`config.mk`:
```
export PLATFORM = sky130hd
export DESIGN_NAME = pioc_line_cfg
export DESIGN_NICKNAME = d
export VERILOG_FILES = /design/src/shared/pioc_pkg.sv /design/src/shared/pioc_sync_if.sv /design/src/design/pioc_pin_sync.sv /design/src/design/pioc_line_cfg.sv
export SDC_FILE = /design/constraint.sdc
export NUM_CORES = 1
export LEC_CHECK = 0
export ABC_AREA = 1
export ABC_CLOCK_PERIOD_IN_PS = 13600
export BUFFER_PORTS_ARGS = -buffer_cell sky130_fd_sc_hd__buf_2
export CAP_MARGIN = 10
export CORE_MARGIN = 5
export CORE_UTILIZATION = 45
export DETAILED_ROUTE_END_ITERATION = 8
export GPL_TIMING_DRIVEN = 0
export PLACE_DENSITY = 0.76
export SYNTH_ARGS = -nofsm -noshare
export SYNTH_HDL_FRONTEND = slang
export SYNTH_HIERARCHICAL = 1
export SYNTH_SLANG_ARGS = --single-unit
export TNS_END_PERCENT = 50
```
`constraint.sdc`:
```
create_clock -name core_clk -period 13.6 [get_ports core_clk]
set_clock_uncertainty 0.1 [all_clocks]
set_input_delay 1.36 -clock core_clk [delete_from_list [all_inputs] [get_ports core_clk]]
set_output_delay 1.36 -clock core_clk [all_outputs]
set_load 0.02 [all_outputs]
```
`src/shared/pioc_pkg.sv`:
```
// pioc_pkg: register map, response codes and sizes of the line configuration block
package pioc_pkg;
   localparam int          PIOC_LINES     = 32;
   localparam int          PIOC_AW        = 8;
   localparam logic [7:0]  PIOC_OD_EN     = 8'h00;
   localparam logic [7:0]  PIOC_OD_DIS    = 8'h04;
   localparam logic [7:0]  PIOC_OD_STATE  = 8'h08;
   localparam logic [7:0]  PIOC_PU_DIS    = 8'h0c;
   localparam logic [7:0]  PIOC_PU_EN     = 8'h10;
   localparam logic [7:0]  PIOC_PU_STATE  = 8'h14;
   localparam logic [7:0]  PIOC_FA_SEL    = 8'h18;
   localparam logic [7:0]  PIOC_FB_SEL    = 8'h1c;
   localparam logic [7:0]  PIOC_FN_STATE  = 8'h20;
   localparam logic [7:0]  PIOC_OW_EN     = 8'h24;
   localparam logic [7:0]  PIOC_OW_DIS    = 8'h28;
   localparam logic [7:0]  PIOC_OW_STATE  = 8'h2c;
   localparam logic [7:0]  PIOC_IRQ_EN    = 8'h30;
   localparam logic [7:0]  PIOC_IRQ_DIS   = 8'h34;
   localparam logic [7:0]  PIOC_IRQ_MASK  = 8'h38;
   localparam logic [7:0]  PIOC_CHG_STAT  = 8'h3c;
   localparam logic [7:0]  PIOC_OUT_DATA  = 8'h40;
   localparam logic [31:0] PIOC_ZERO      = 32'h0000_0000;
   localparam logic [31:0] PIOC_ONES      = 32'hffff_ffff;
   localparam logic [1:0]  PIOC_RESP_OK   = 2'b00;
   localparam logic [1:0]  PIOC_RESP_SLV  = 2'b10;
   localparam logic [1:0]  PIOC_WORD_LSB  = 2'b00;
endpackage

```
`src/shared/pioc_sync_if.sv`:
```
// pioc_sync_if: raw pad levels in, filtered levels and change events out
`timescale 1ns/1ps
`default_nettype none
interface pioc_sync_if;
   logic [31:0] raw;
   logic [31:0] level;
   logic [31:0] change;
   modport filt (input raw, output level, output change);
   modport user (output raw, input level, input change);
endinterface
`default_nettype wire

```
`src/design/pioc_pin_sync.sv`:
```
// pioc_pin_sync: three-stage pad synchroniser with per-line change detection
`timescale 1ns/1ps
`default_nettype none
module pioc_pin_sync
   import pioc_pkg::*;
(
   input  wire logic   core_clk,
   input  wire logic   sys_rst,
   input  wire logic   clk_en,
   pioc_sync_if.filt   sif
);
   typedef struct packed
   {
      logic [31:0] s1;
      logic [31:0] s2;
      logic [31:0] s3;
      logic [31:0] lvl;
      logic [31:0] chg;
   } pioc_sync_t;

   pioc_sync_t st_q;
   pioc_sync_t st_d;

   always_comb
   begin
      st_d    = st_q;
      st_d.s1 = sif.raw;
      st_d.s2 = st_q.s1;
      st_d.s3 = st_q.s2;
      // only accept a level once stages two and three agree
      st_d.chg = (st_q.s2 ~^ st_q.s3) & (st_q.s2 ^ st_q.lvl);
      st_d.lvl = st_q.lvl ^ st_d.chg;
   end

   always_ff @(posedge core_clk or posedge sys_rst)
   begin
      if (sys_rst)
         st_q <= '0;
      else if (clk_en)
         st_q <= st_d;
   end

   assign sif.level  = st_q.lvl;
   assign sif.change = st_q.chg;
endmodule
`default_nettype wire

```
`src/design/pioc_line_cfg.sv`:
```
// pioc_line_cfg: per-line pad configuration and change status behind AXI4-Lite
//
// Behaviour
// a detected input level change sets that line's change-status bit.
// change-status bits are zero after reset and clear when the register is read.
// a one written to open-drain enable turns on open drain for that line, zeros do nothing.
// a one written to open-drain disable turns off open drain for that line, zeros do nothing.
// open-drain state reads one when enabled and the pad is then only driven low.
// open-drain state reads zero when disabled and the pad is driven high and low.
// a one written to pull-up disable switches that line's pull-up off.
// a one written to pull-up enable switches that line's pull-up on.
// pull-up state reads zero when the pull-up is on and one when it is off.
// a one written to function A select assigns that line to function A.
// a one written to function B select assigns that line to function B.
// function state reads zero for function A and one for function B.
// a one written to output-write enable lets output-data writes update that line.
// output-write state reads one where output-data writes take effect.
// the interrupt mask holds one per line where the change interrupt is enabled.
// the interrupt output is high while any line has change status and mask both set.
// each bit acts only on the line of the same index.
//
// Decided for this implementation: the AXI4-Lite slave port and the address map.
`timescale 1ns/1ps
`default_nettype none
module pioc_line_cfg
   import pioc_pkg::*;
(
   input  wire logic        core_clk,
   input  wire logic        sys_rst,
   input  wire logic        clk_en,
   // axi4-lite slave
   input  wire logic [7:0]  s_axi_awaddr,
   input  wire logic        s_axi_awvalid,
   output logic             s_axi_awready,
   input  wire logic [31:0] s_axi_wdata,
   input  wire logic [3:0]  s_axi_wstrb,
   input  wire logic        s_axi_wvalid,
   output logic             s_axi_wready,
   output logic [1:0]       s_axi_bresp,
   output logic             s_axi_bvalid,
   input  wire logic        s_axi_bready,
   input  wire logic [7:0]  s_axi_araddr,
   input  wire logic        s_axi_arvalid,
   output logic             s_axi_arready,
   output logic [31:0]      s_axi_rdata,
   output logic [1:0]       s_axi_rresp,
   output logic             s_axi_rvalid,
   input  wire logic        s_axi_rready,
   // pads
   input  wire logic [31:0] pad_in,
   output logic [31:0]      pad_out,
   output logic [31:0]      pad_oe,
   output logic [31:0]      pad_pullup_en,
   // peripheral function muxing
   input  wire logic [31:0] func_a_out,
   input  wire logic [31:0] func_a_oe,
   input  wire logic [31:0] func_b_out,
   input  wire logic [31:0] func_b_oe,
   input  wire logic [31:0] line_gpio_sel,
   input  wire logic [31:0] line_gpio_oe,
   output logic [31:0]      line_bits,
   output logic             change_irq
);
   typedef struct packed
   {
      logic        aw_got;
      logic [7:0]  aw_addr;
      logic        w_got;
      logic [31:0] w_data;
      logic [3:0]  w_strb;
      logic        bvalid;
      logic [1:0]  bresp;
      logic        rvalid;
      logic [31:0] rdata;
      logic [1:0]  rresp;
      logic [31:0] chg_stat;
      logic [31:0] od_en;
      logic [31:0] pu_off;
      logic [31:0] fn_b;
      logic [31:0] ow_en;
      logic [31:0] irq_mask;
      logic [31:0] out_data;
      logic [31:0] pad_out;
      logic [31:0] pad_oe;
      logic [31:0] pad_pu;
      logic [31:0] lvl;
      logic        irq;
   } pioc_state_t;

   pioc_state_t st_q;
   pioc_state_t st_d;

   pioc_sync_if sif ();

   assign sif.raw = pad_in;

   pioc_pin_sync u_sync
   (
      .core_clk (core_clk),
      .sys_rst  (sys_rst),
      .clk_en   (clk_en),
      .sif      (sif)
   );

   // ************************************************************
   // write strobes per register
   // ************************************************************
   logic        wr_fire;
   logic        rd_fire;
   logic [31:0] wmask;
   logic [31:0] wr1;
   logic        wr_hit;
   logic [31:0] rd_val;
   logic        rd_hit;
   logic [31:0] drv_val;
   logic [31:0] drv_oe;

   // byte strobes widen to a bit mask so a partial write only touches its lanes
   genvar gi;
   generate
      for (gi = 0; gi < PIOC_LINES; gi++)
      begin : g_mask
         assign wmask[gi] = st_q.w_strb[gi / 8];
      end
   endgenerate

   assign wr_fire = st_q.aw_got && st_q.w_got && !st_q.bvalid;
   assign rd_fire = s_axi_arvalid && !st_q.rvalid;
   assign wr1     = st_q.w_data & wmask;

   // ************************************************************
   // read mux
   // ************************************************************
   always_comb
   begin
      rd_val = PIOC_ZERO;
      rd_hit = 1'b1;
      if (s_axi_araddr[1:0] != PIOC_WORD_LSB)
         rd_hit = 1'b0;
      else
      begin
         unique case (s_axi_araddr)
            PIOC_OD_STATE : rd_val = st_q.od_en;
            PIOC_PU_STATE : rd_val = st_q.pu_off;
            PIOC_FN_STATE : rd_val = st_q.fn_b;
            PIOC_OW_STATE : rd_val = st_q.ow_en;
            PIOC_IRQ_MASK : rd_val = st_q.irq_mask;
            PIOC_CHG_STAT : rd_val = st_q.chg_stat;
            PIOC_OUT_DATA : rd_val = st_q.out_data;
            PIOC_OD_EN, PIOC_OD_DIS, PIOC_PU_DIS, PIOC_PU_EN, PIOC_FA_SEL,
            PIOC_FB_SEL, PIOC_OW_EN, PIOC_OW_DIS, PIOC_IRQ_EN, PIOC_IRQ_DIS :
               rd_val = PIOC_ZERO;
            default : rd_hit = 1'b0;
         endcase
      end
   end

   // write address decode; read-only registers still answer okay
   always_comb
   begin
      wr_hit = 1'b1;
      if (st_q.aw_addr[1:0] != PIOC_WORD_LSB)
         wr_hit = 1'b0;
      else
      begin
         unique case (st_q.aw_addr)
            PIOC_OD_EN, PIOC_OD_DIS, PIOC_PU_DIS, PIOC_PU_EN, PIOC_FA_SEL,
            PIOC_FB_SEL, PIOC_OW_EN, PIOC_OW_DIS, PIOC_IRQ_EN, PIOC_IRQ_DIS,
            PIOC_OUT_DATA, PIOC_OD_STATE, PIOC_PU_STATE, PIOC_FN_STATE,
            PIOC_OW_STATE, PIOC_IRQ_MASK, PIOC_CHG_STAT :
               wr_hit = 1'b1;
            default : wr_hit = 1'b0;
         endcase
      end
   end

   // ************************************************************
   // pad drive: function mux, then open-drain shaping
   // ************************************************************
   generate
      for (gi = 0; gi < PIOC_LINES; gi++)
      begin : g_line
         logic v;
         logic e;
         // each line selects from its own bit only
         always_comb
         begin
            v = 1'b0;
            e = 1'b0;
            if (line_gpio_sel[gi])
            begin
               v = st_q.out_data[gi];
               e = line_gpio_oe[gi];
            end
            else if (st_q.fn_b[gi])
            begin
               v = func_b_out[gi];
               e = func_b_oe[gi];
            end
            else
            begin
               v = func_a_out[gi];
               e = func_a_oe[gi];
            end
         end
         // open drain drives only the low level, else push-pull
         assign drv_val[gi] = st_q.od_en[gi] ? 1'b0 : v;
         assign drv_oe[gi]  = st_q.od_en[gi] ? (e & ~v) : e;
      end
   endgenerate

   // ************************************************************
   // next state
   // ************************************************************
   always_comb
   begin
      st_d = st_q;

      if (s_axi_awvalid && !st_q.aw_got)
      begin
         st_d.aw_got  = 1'b1;
         st_d.aw_addr = s_axi_awaddr;
      end
      if (s_axi_wvalid && !st_q.w_got)
      begin
         st_d.w_got  = 1'b1;
         st_d.w_data = s_axi_wdata;
         st_d.w_strb = s_axi_wstrb;
      end
      if (st_q.bvalid && s_axi_bready)
         st_d.bvalid = 1'b0;
      if (st_q.rvalid && s_axi_rready)
         st_d.rvalid = 1'b0;

      if (wr_fire)
      begin
         st_d.aw_got = 1'b0;
         st_d.w_got  = 1'b0;
         st_d.bvalid = 1'b1;
         st_d.bresp  = wr_hit ? PIOC_RESP_OK : PIOC_RESP_SLV;
         if (wr_hit)
         begin
            unique case (st_q.aw_addr)
               PIOC_OD_EN   : st_d.od_en    = st_q.od_en | wr1;
               PIOC_OD_DIS  : st_d.od_en    = st_q.od_en & ~wr1;
               PIOC_PU_DIS  : st_d.pu_off   = st_q.pu_off | wr1;
               PIOC_PU_EN   : st_d.pu_off   = st_q.pu_off & ~wr1;
               PIOC_FA_SEL  : st_d.fn_b     = st_q.fn_b & ~wr1;
               PIOC_FB_SEL  : st_d.fn_b     = st_q.fn_b | wr1;
               PIOC_OW_EN   : st_d.ow_en    = st_q.ow_en | wr1;
               PIOC_OW_DIS  : st_d.ow_en    = st_q.ow_en & ~wr1;
               PIOC_IRQ_EN  : st_d.irq_mask = st_q.irq_mask | wr1;
               PIOC_IRQ_DIS : st_d.irq_mask = st_q.irq_mask & ~wr1;
               // direct data write only lands on write-enabled lines
               PIOC_OUT_DATA : st_d.out_data = (st_q.out_data & ~(wmask & st_q.ow_en))
                                             | (st_q.w_data & wmask & st_q.ow_en);
               default : st_d.bresp = PIOC_RESP_OK;
            endcase
         end
      end

      if (rd_fire)
      begin
         st_d.rvalid = 1'b1;
         st_d.rdata  = rd_val;
         st_d.rresp  = rd_hit ? PIOC_RESP_OK : PIOC_RESP_SLV;
      end

      // read clears, but a change in the same cycle survives
      if (rd_fire && rd_hit && s_axi_araddr == PIOC_CHG_STAT)
         st_d.chg_stat = sif.change;
      else
         st_d.chg_stat = st_q.chg_stat | sif.change;

      st_d.lvl     = sif.level;
      st_d.pad_out = drv_val;
      st_d.pad_oe  = drv_oe;
      st_d.pad_pu  = ~st_d.pu_off;
      st_d.irq     = |(st_d.chg_stat & st_d.irq_mask);
   end

   // ************************************************************
   // state register
   // ************************************************************
   always_ff @(posedge core_clk or posedge sys_rst)
   begin
      if (sys_rst)
      begin
         st_q <= '0;
      end
      else if (clk_en)
         st_q <= st_d;
   end

   assign s_axi_awready = !st_q.aw_got;
   assign s_axi_wready  = !st_q.w_got;
   assign s_axi_bvalid  = st_q.bvalid;
   assign s_axi_bresp   = st_q.bresp;
   assign s_axi_arready = !st_q.rvalid;
   assign s_axi_rvalid  = st_q.rvalid;
   assign s_axi_rdata   = st_q.rdata;
   assign s_axi_rresp   = st_q.rresp;
   assign pad_out       = st_q.pad_out;
   assign pad_oe        = st_q.pad_oe;
   assign pad_pullup_en = st_q.pad_pu;
   assign line_bits     = st_q.lvl;
   assign change_irq    = st_q.irq;
endmodule
`default_nettype wire

```
==> results of run 1 <==
[layout make-up]
type | instances | area [µm²] | area share, %
Multi-Input combinational cell | 2564 | 11500 | 32.0
Antenna cell | 2 | 5.00 | 0.0139
Tap cell | 873 | 1090 | 3.04
Buffer | 378 | 2500 | 6.95
Clock buffer | 95 | 1950 | 5.43
Inverter | 377 | 1440 | 3.99
Sequential cell | 595 | 14900 | 41.4
Timing Repair Buffer | 456 | 2390 | 6.65
Clock inverter | 22 | 205 | 0.570
[cell usage after synthesis (6+ instances only)]
master    instances
buf_4           243
o31ai_1          39
inv_1           368
nand3_1         166
nand4_1          10
a31oi_1          19
o21bai_1         25
o22ai_1          49
clkbuf_1         92
nor2_4            8
o21ai_0         200
buf_2            17
o21a_1           25
buf_1             6
o21ai_1         115
a21o_1            7
a221oi_1         10
a21oi_1         160
o211ai_1         28
buf_6            20
inv_2             6
nor2_1          189
a22o_1           13
nand2_1        1441
dfrtp_1         595
a22oi_1          32
[stage by stage]
step                instances  area, µm²  utilization, %
floorplan                3914      30300               -
global placement         5238      33700            50.2
detailed placement       5243      33800            50.5
CTS                      5360      36000            53.7
global route             5360      36000            53.7
finish                   5362      36000            53.7
[critical path, stage by stage]
cell and delay, ps:
buf_2 100, nor2_1 230, nand3_1 150, nor2_1 760
inv_2 360, clkbuf_1 450, o22ai_1 330, a21oi_1 80
nand2_1 130, nand2_1 50, nand2_1 80
[power by group through the flow]
stage                     Clock, mW  Combinational [mW]  Sequential, mW
after global routing           1.88                1.36            2.22
after global placement            0                1.19            2.21
after floorplan                   0               0.799            2.17
after CTS                      1.82                1.22            2.19
final                          1.80                1.25            2.20
after detailed placement          0                1.22            2.22
[per-layer routing]
metal,track usage (%),part of all wire [%],up-vias
met2,46.6,46,1597
met4,13.6,4.9,2
met5,0,0.012,-
li1,-,-,13400
met3,5.73,9.8,266
met1,37.1,39,13500
[final timing paths]
path	from	to	slack (ps)	cells past startpoint
worst max-delay path	s_axi_araddr[1]	s_axi_rdata[30]$_DFFE_PP0P_	9940	11
worst min-delay path	u_sync/st_d[125]$_DFFE_PP0P_	u_sync/st_d[125]$_DFFE_PP0P_	370	2
worst max register to register	st_q[434]$_DFFE_PP0P_	register	10580	9
worst min register to register	u_sync/st_d[125]$_DFFE_PP0P_	u_sync/st_d[125]$_DFFE_PP0P_	370	2
max in group asynchronous	sys_rst	pad_oe[11]$_DFFE_PP0P_	11060	5
min in group asynchronous	sys_rst	st_q[149]$_DFFE_PP0P_	680	2
[kinds of logic after synthesis]
group	after synthesis	share of synthesized area, %
compound gates	729	14.0
buf+inv	755	12.9
flops	595	49.1
mux	3	0.111
other cells	1	0.0124
simple gates	1830	23.9
==> impl_metrics.toml, run 1 <==
[synthesis]
synth_cell_types = 40
synth_top_area_cell = "dfrtp_1"
synth-main-ff-cell = "dfrtp_1"
syn_inst = 3913
synth_area_per_cell_um2 = 7.75
synth-edff-count = 0
synth_area_mm2 = 0.0303
seq_area_frac_synth_pct = 49.1
yosys-top-cells-area = "dfrtp_1, nand2_1, buf_4"
synth_seq_cells = 595
synth.top_cell.area_share_pct = 49.1
yosys_warnings = 6
async_flop_share_pct = 100

[sta]
drv_slew = 0
rsz0062_at_grt = "false"
max_freq_mhz = 273
worst_slew_pin_slew_ps = 1370
holdWs_ps = 366
setup_slack_ps = 9940
min_period_ps = 3660
finalHoldViolations = 0
post-route-period-util_pct = 26.9
finalSetupViolCount = 0
fin_setup_tns_ps = 0
slew_headroom_pct = 8.78

[cts]
cts_resized = 0
cts_max_level = 3
path_clk_slew_ps = 60
cts_max_path_buffers = 3
hold_buffers = 0
post-cts-setup-buffers = 0
cts.sinks = 595
clk_latency_ps = 600
root_buffer = "clkbuf_16"
cts_buffers = 66
cts_tree = "yes"

[pwr]
seqPwrFrac_pct = 41.8
p_leak_nw = 18.6
p_clk_share_pct = 34.4
p_switching_mw = 1.77
power.total_mw = 5.25
swShare_pct = 33.8
p_per_area_mw_per_mm2 = 146
p_int_mw = 3.48
peakVddDrop_v = 0.0000745
combPwrFrac_pct = 23.8

[routing]
via_per_inst = 5.36
routed_wl_um = 109000
first_iter_violations = 3695
via_count = 28700
drcViolationCount = 0
drt-wirelength-per-cell_um = 20.2
postRouteAntennaNets = 0
dr.pass1.iters = 7

[final_layout]
fin_nets = 4722
final_layout_size_suffix_gt1_share_pct = 19.5
final_common_cell = "nand2_1"
layout_common_cells = "nand2_1, dfrtp_1, buf_2"
syn_to_final_growth_pct = 18.7
fillers = 6315

[place]
dp_slack_ps = 9460
hpwl_um = 83400
routabilityCongestion = 0.974
port-buffer-count = 451

[die]
die_h_um = 270
die_w_um = 270
ioPinCount = 454
dieArea_mm2 = 0.0727
core_area_mm2 = 0.0670
rows = 95
start_util_pct = 45.2

[setup_path]
critical_path_arrival_ps = 4110
worst_setup_path_start_kind = "input pin"
worst-setup-path-type = "in -> reg"
cp_max_fo = 10
crit_required_ps = 14040
end_kind = "register"

[flow_run]
max_cap_viol_count = 0

[status]
status = "complete, no violations"

[global_route]
antenna_found_initial = 3
grt_start_max_net_pins = 130
overflow = 0
first_global_vias = 27300
grt_pass1_wl_um = 162000
grt_usage_pct = 28.7

[worst_hold_path]
holdCritPathClass = "reg -> reg"
Note: power is estimated with default switching activity, not from simulation.
==> run 2, diff against run 1 <==
--- a/config.mk
+++ b/config.mk
@@ -5,15 +5,15 @@
 export SDC_FILE = /design/constraint.sdc
 export NUM_CORES = 1
 export LEC_CHECK = 0
-export ABC_AREA = 1
-export ABC_CLOCK_PERIOD_IN_PS = 13600
+export ABC_AREA = 0
+export ABC_CLOCK_PERIOD_IN_PS = 3640
 export BUFFER_PORTS_ARGS = -buffer_cell sky130_fd_sc_hd__buf_2
 export CAP_MARGIN = 10
 export CORE_MARGIN = 5
 export CORE_UTILIZATION = 45
 export DETAILED_ROUTE_END_ITERATION = 8
 export GPL_TIMING_DRIVEN = 0
-export PLACE_DENSITY = 0.76
+export PLACE_DENSITY = 0.73
 export SYNTH_ARGS = -nofsm -noshare
 export SYNTH_HDL_FRONTEND = slang
 export SYNTH_HIERARCHICAL = 1
==> constraint.sdc (replaced) <==
create_clock -name core_clk -period 3.64 [get_ports core_clk]
set_clock_uncertainty 0.1 [all_clocks]
set_input_delay 0.364 -clock core_clk [delete_from_list [all_inputs] [get_ports core_clk]]
set_output_delay 0.364 -clock core_clk [all_outputs]
set_load 0.02 [all_outputs]
==> run 2 against run 1 <==
Against the previous run:
- area after synthesis down 1.1%
- largest cell class unchanged
- highest routed layer unchanged
- worst hold slack lost 320 ps
- critical path depth shrank 2
- design area increased by 2.1%
==> impl_metrics.toml, run 2 <==
[status]
status = "complete, no violations"

[setup_path]
rr_worst_depth = 9
r2r_slack_ps = 10
startpoint = "st_q[430]$_DFFE_PP0P_"
cp_max_fo = 10
r2r-start = "st_q[430]$_DFFE_PP0P_"
endpoint = "pad_pullup_en[11]$_DFFE_PP0P_"
critical_path_arrival_ps = 3980
worst-setup-path-type = "reg -> reg"
end_kind = "register"
worst_setup_path_start_kind = "register"
crit_required_ps = 3990
worst_r2r_endpoint = "pad_pullup_en[11]$_DFFE_PP0P_"

[global_route]
antenna_found_initial = 7
grt_start_max_net_pins = 130
grt_pass1_wl_um = 151000
grt_usage_pct = 27.6
overflow = 0
first_global_vias = 24400

[routing]
drt-wirelength-per-cell_um = 23.5
postRouteAntennaNets = 0
via_per_inst = 5.74
drcViolationCount = 0
dr.pass1.iters = 7
first_iter_violations = 2816
routed_wl_um = 103000
via_count = 25100

[final_layout]
multi_input_area_mm2 = 0.0124
layout_common_cells = "dfrtp_1, buf_2, o21ai_0"
fillers = 5767
final_layout_size_suffix_gt1_share_pct = 34.0
final_common_cell = "dfrtp_1"
final-seq-area_mm2 = 0.0149
fin_cells = 4364
fin_nets = 3728
syn_to_final_growth_pct = 22.6

[cts]
clk_latency_ps = 630
cts_max_level = 3
cts_tree = "yes"
cts_max_path_buffers = 3
cts.sinks = 595
cts_buffers = 67
path_clk_slew_ps = 60
root_buffer = "clkbuf_16"

[worst_hold_path]
holdCritPathClass = "in -> reg"
min_path_cells = 4

[sta]
max_freq_mhz = 276
worst_slew_pin_slew_ps = 1210
slew_headroom_pct = 19.0
finalHoldViolations = 0
fin_setup_tns_ps = 0
holdWs_ps = 44.6
post-route-period-util_pct = 99.6
finalSetupViolCount = 0
drv_slew = 0
min_period_ps = 3630

[pwr]
seqPwrFrac_pct = 42.0
p_switching_mw = 6.40
peakVddDrop_v = 0.000270
p_clk_share_pct = 34.5
swShare_pct = 31.6
combPwrFrac_pct = 23.5
p_leak_nw = 16.8
p_per_area_mw_per_mm2 = 551
p_int_mw = 13.8
power.total_mw = 20.2

[synthesis]
synth-main-ff-cell = "dfrtp_1"
async_flop_share_pct = 100
synth_top_area_cell = "dfrtp_1"
yosys-top-cells-area = "dfrtp_1, mux2_2, buf_4"
synth_cell_types = 60
synth_area_mm2 = 0.0300
synth_seq_cells = 595
synth-edff-count = 0
yosysMostFrequentCell = "dfrtp_1"
synth_area_per_cell_um2 = 10.6
seq_area_frac_synth_pct = 49.7
yosys_warnings = 6
synth.top_cell.area_share_pct = 49.7
synth_commonest_cells = "dfrtp_1, o21ai_0, buf_4"
syn_inst = 2829

[die]
rows = 94
core_area_mm2 = 0.0660
dieArea_mm2 = 0.0719
ioPinCount = 454
start_util_pct = 45.4
die_h_um = 268
die_w_um = 268

[place]
routabilityCongestion = 0.976
dp_cells = 4155
port-buffer-count = 449
hpwl_um = 77200

[flow_run]
max_cap_viol_count = 0
[run 2: cell types whose count changed after synthesis, sizes merged, moves of 36 or more]
cell	delta
nand2b	+36
inv	-291
mux2	+264
o21ai	-55
nand3	-127
nand2	-1292
mux2i	+103
o22ai	-46
a22o	+52
[run 2: kinds of logic (layout without fill, tap and decap cells)]
family | count (synthesis) | count (layout) | synth area share (%)
buffers and inverters | 473 | 1139 | 9.28
DFF | 595 | 595 | 49.7
and+or+nand+nor | 600 | 600 | 9.81
xor gates and xnor gates | 1 | 1 | 0.0292
muxes | 370 | 370 | 14.6
AOI/OAI and AO/OA | 789 | 789 | 16.6
other | 1 | 6 | 0.0125
[run 2: routing by layer]
layer  global-route usage (%)  routed length, µm  vias to the layer above
li1                         -                  -                    11200
met2                     45.1              47600                     1420
met4                     11.4               4620                        8
met5                        0                 45                        -
met3                     5.85               9560                      276
met1                     36.0              40700                    12200
[run 2: layout make-up]
class	count	share of cell area (%)
clock inverters	28	0.912
flip-flops and latches	595	40.5
clock buffers	93	5.22
diodes	4	0.0272
well taps	864	2.94
inverters	85	0.899
plain buffers	386	6.68
repair buffers	547	9.09
multi-input cells	1762	33.7
[run 2: how the worst min path moves through the flow]
stage / startpoint / to
final: line_gpio_oe[24] / pad_oe[24]$_DFFE_PP0P_
after global routing: line_gpio_oe[29] / pad_oe[29]$_DFFE_PP0P_
after CTS: line_gpio_oe[8] / pad_oe[8]$_DFFE_PP0P_
after detailed placement: sys_rst / u_sync/st_q[67]$_DFFE_PP0P_
after global placement: s_axi_rdata[8]$_DFFE_PP0P_ / s_axi_rdata[8]$_DFFE_PP0P_
after floorplan: s_axi_rresp[1]$_DFFE_PP0P_ / s_axi_rresp[1]$_DFFE_PP0P_
[run 2: worst max-delay path, cell delays in order (launching register included)]
cell and delay [ps]:
dfrtp_1 350, clkbuf_1 450, inv_1 300, nor3_1 370
nand3_2 330, inv_1 290, nand2_1 220, clkbuf_1 410
o211ai_1 470, o21ai_0 170
[run 2: per-stage QoR]
step | instance area (µm²) | utilization (%) | worst slack [ps]
after detailed placement | 33600 | 50.9 | -671
after global routing | 36700 | 55.7 | -6.09
after global placement | 33300 | 50.5 | -5550
after CTS | 36700 | 55.6 | -37.3
after floorplan | 30000 | - | -2700
final | 36800 | 55.7 | 14.9
[run 2: power by group through the flow]
stage / Sequential (mW) / Combinational [mW] / Clock (mW)
final: 8.49 / 4.76 / 6.98
after detailed placement: 8.56 / 4.58 / 0
after global placement: 8.54 / 4.48 / 0
after global routing: 8.60 / 5.09 / 7.34
after floorplan: 8.20 / 3.23 / 0
after CTS: 8.45 / 4.70 / 7.07
[run 2: repair_timing]
item	in CTS	in global routing
endpoints found under the hold margin	142	0
setup endpoints to repair	13	26
gates resized for setup	16	14
hold buffers	80	0
pin swaps	0	3
buffers inserted	1	5
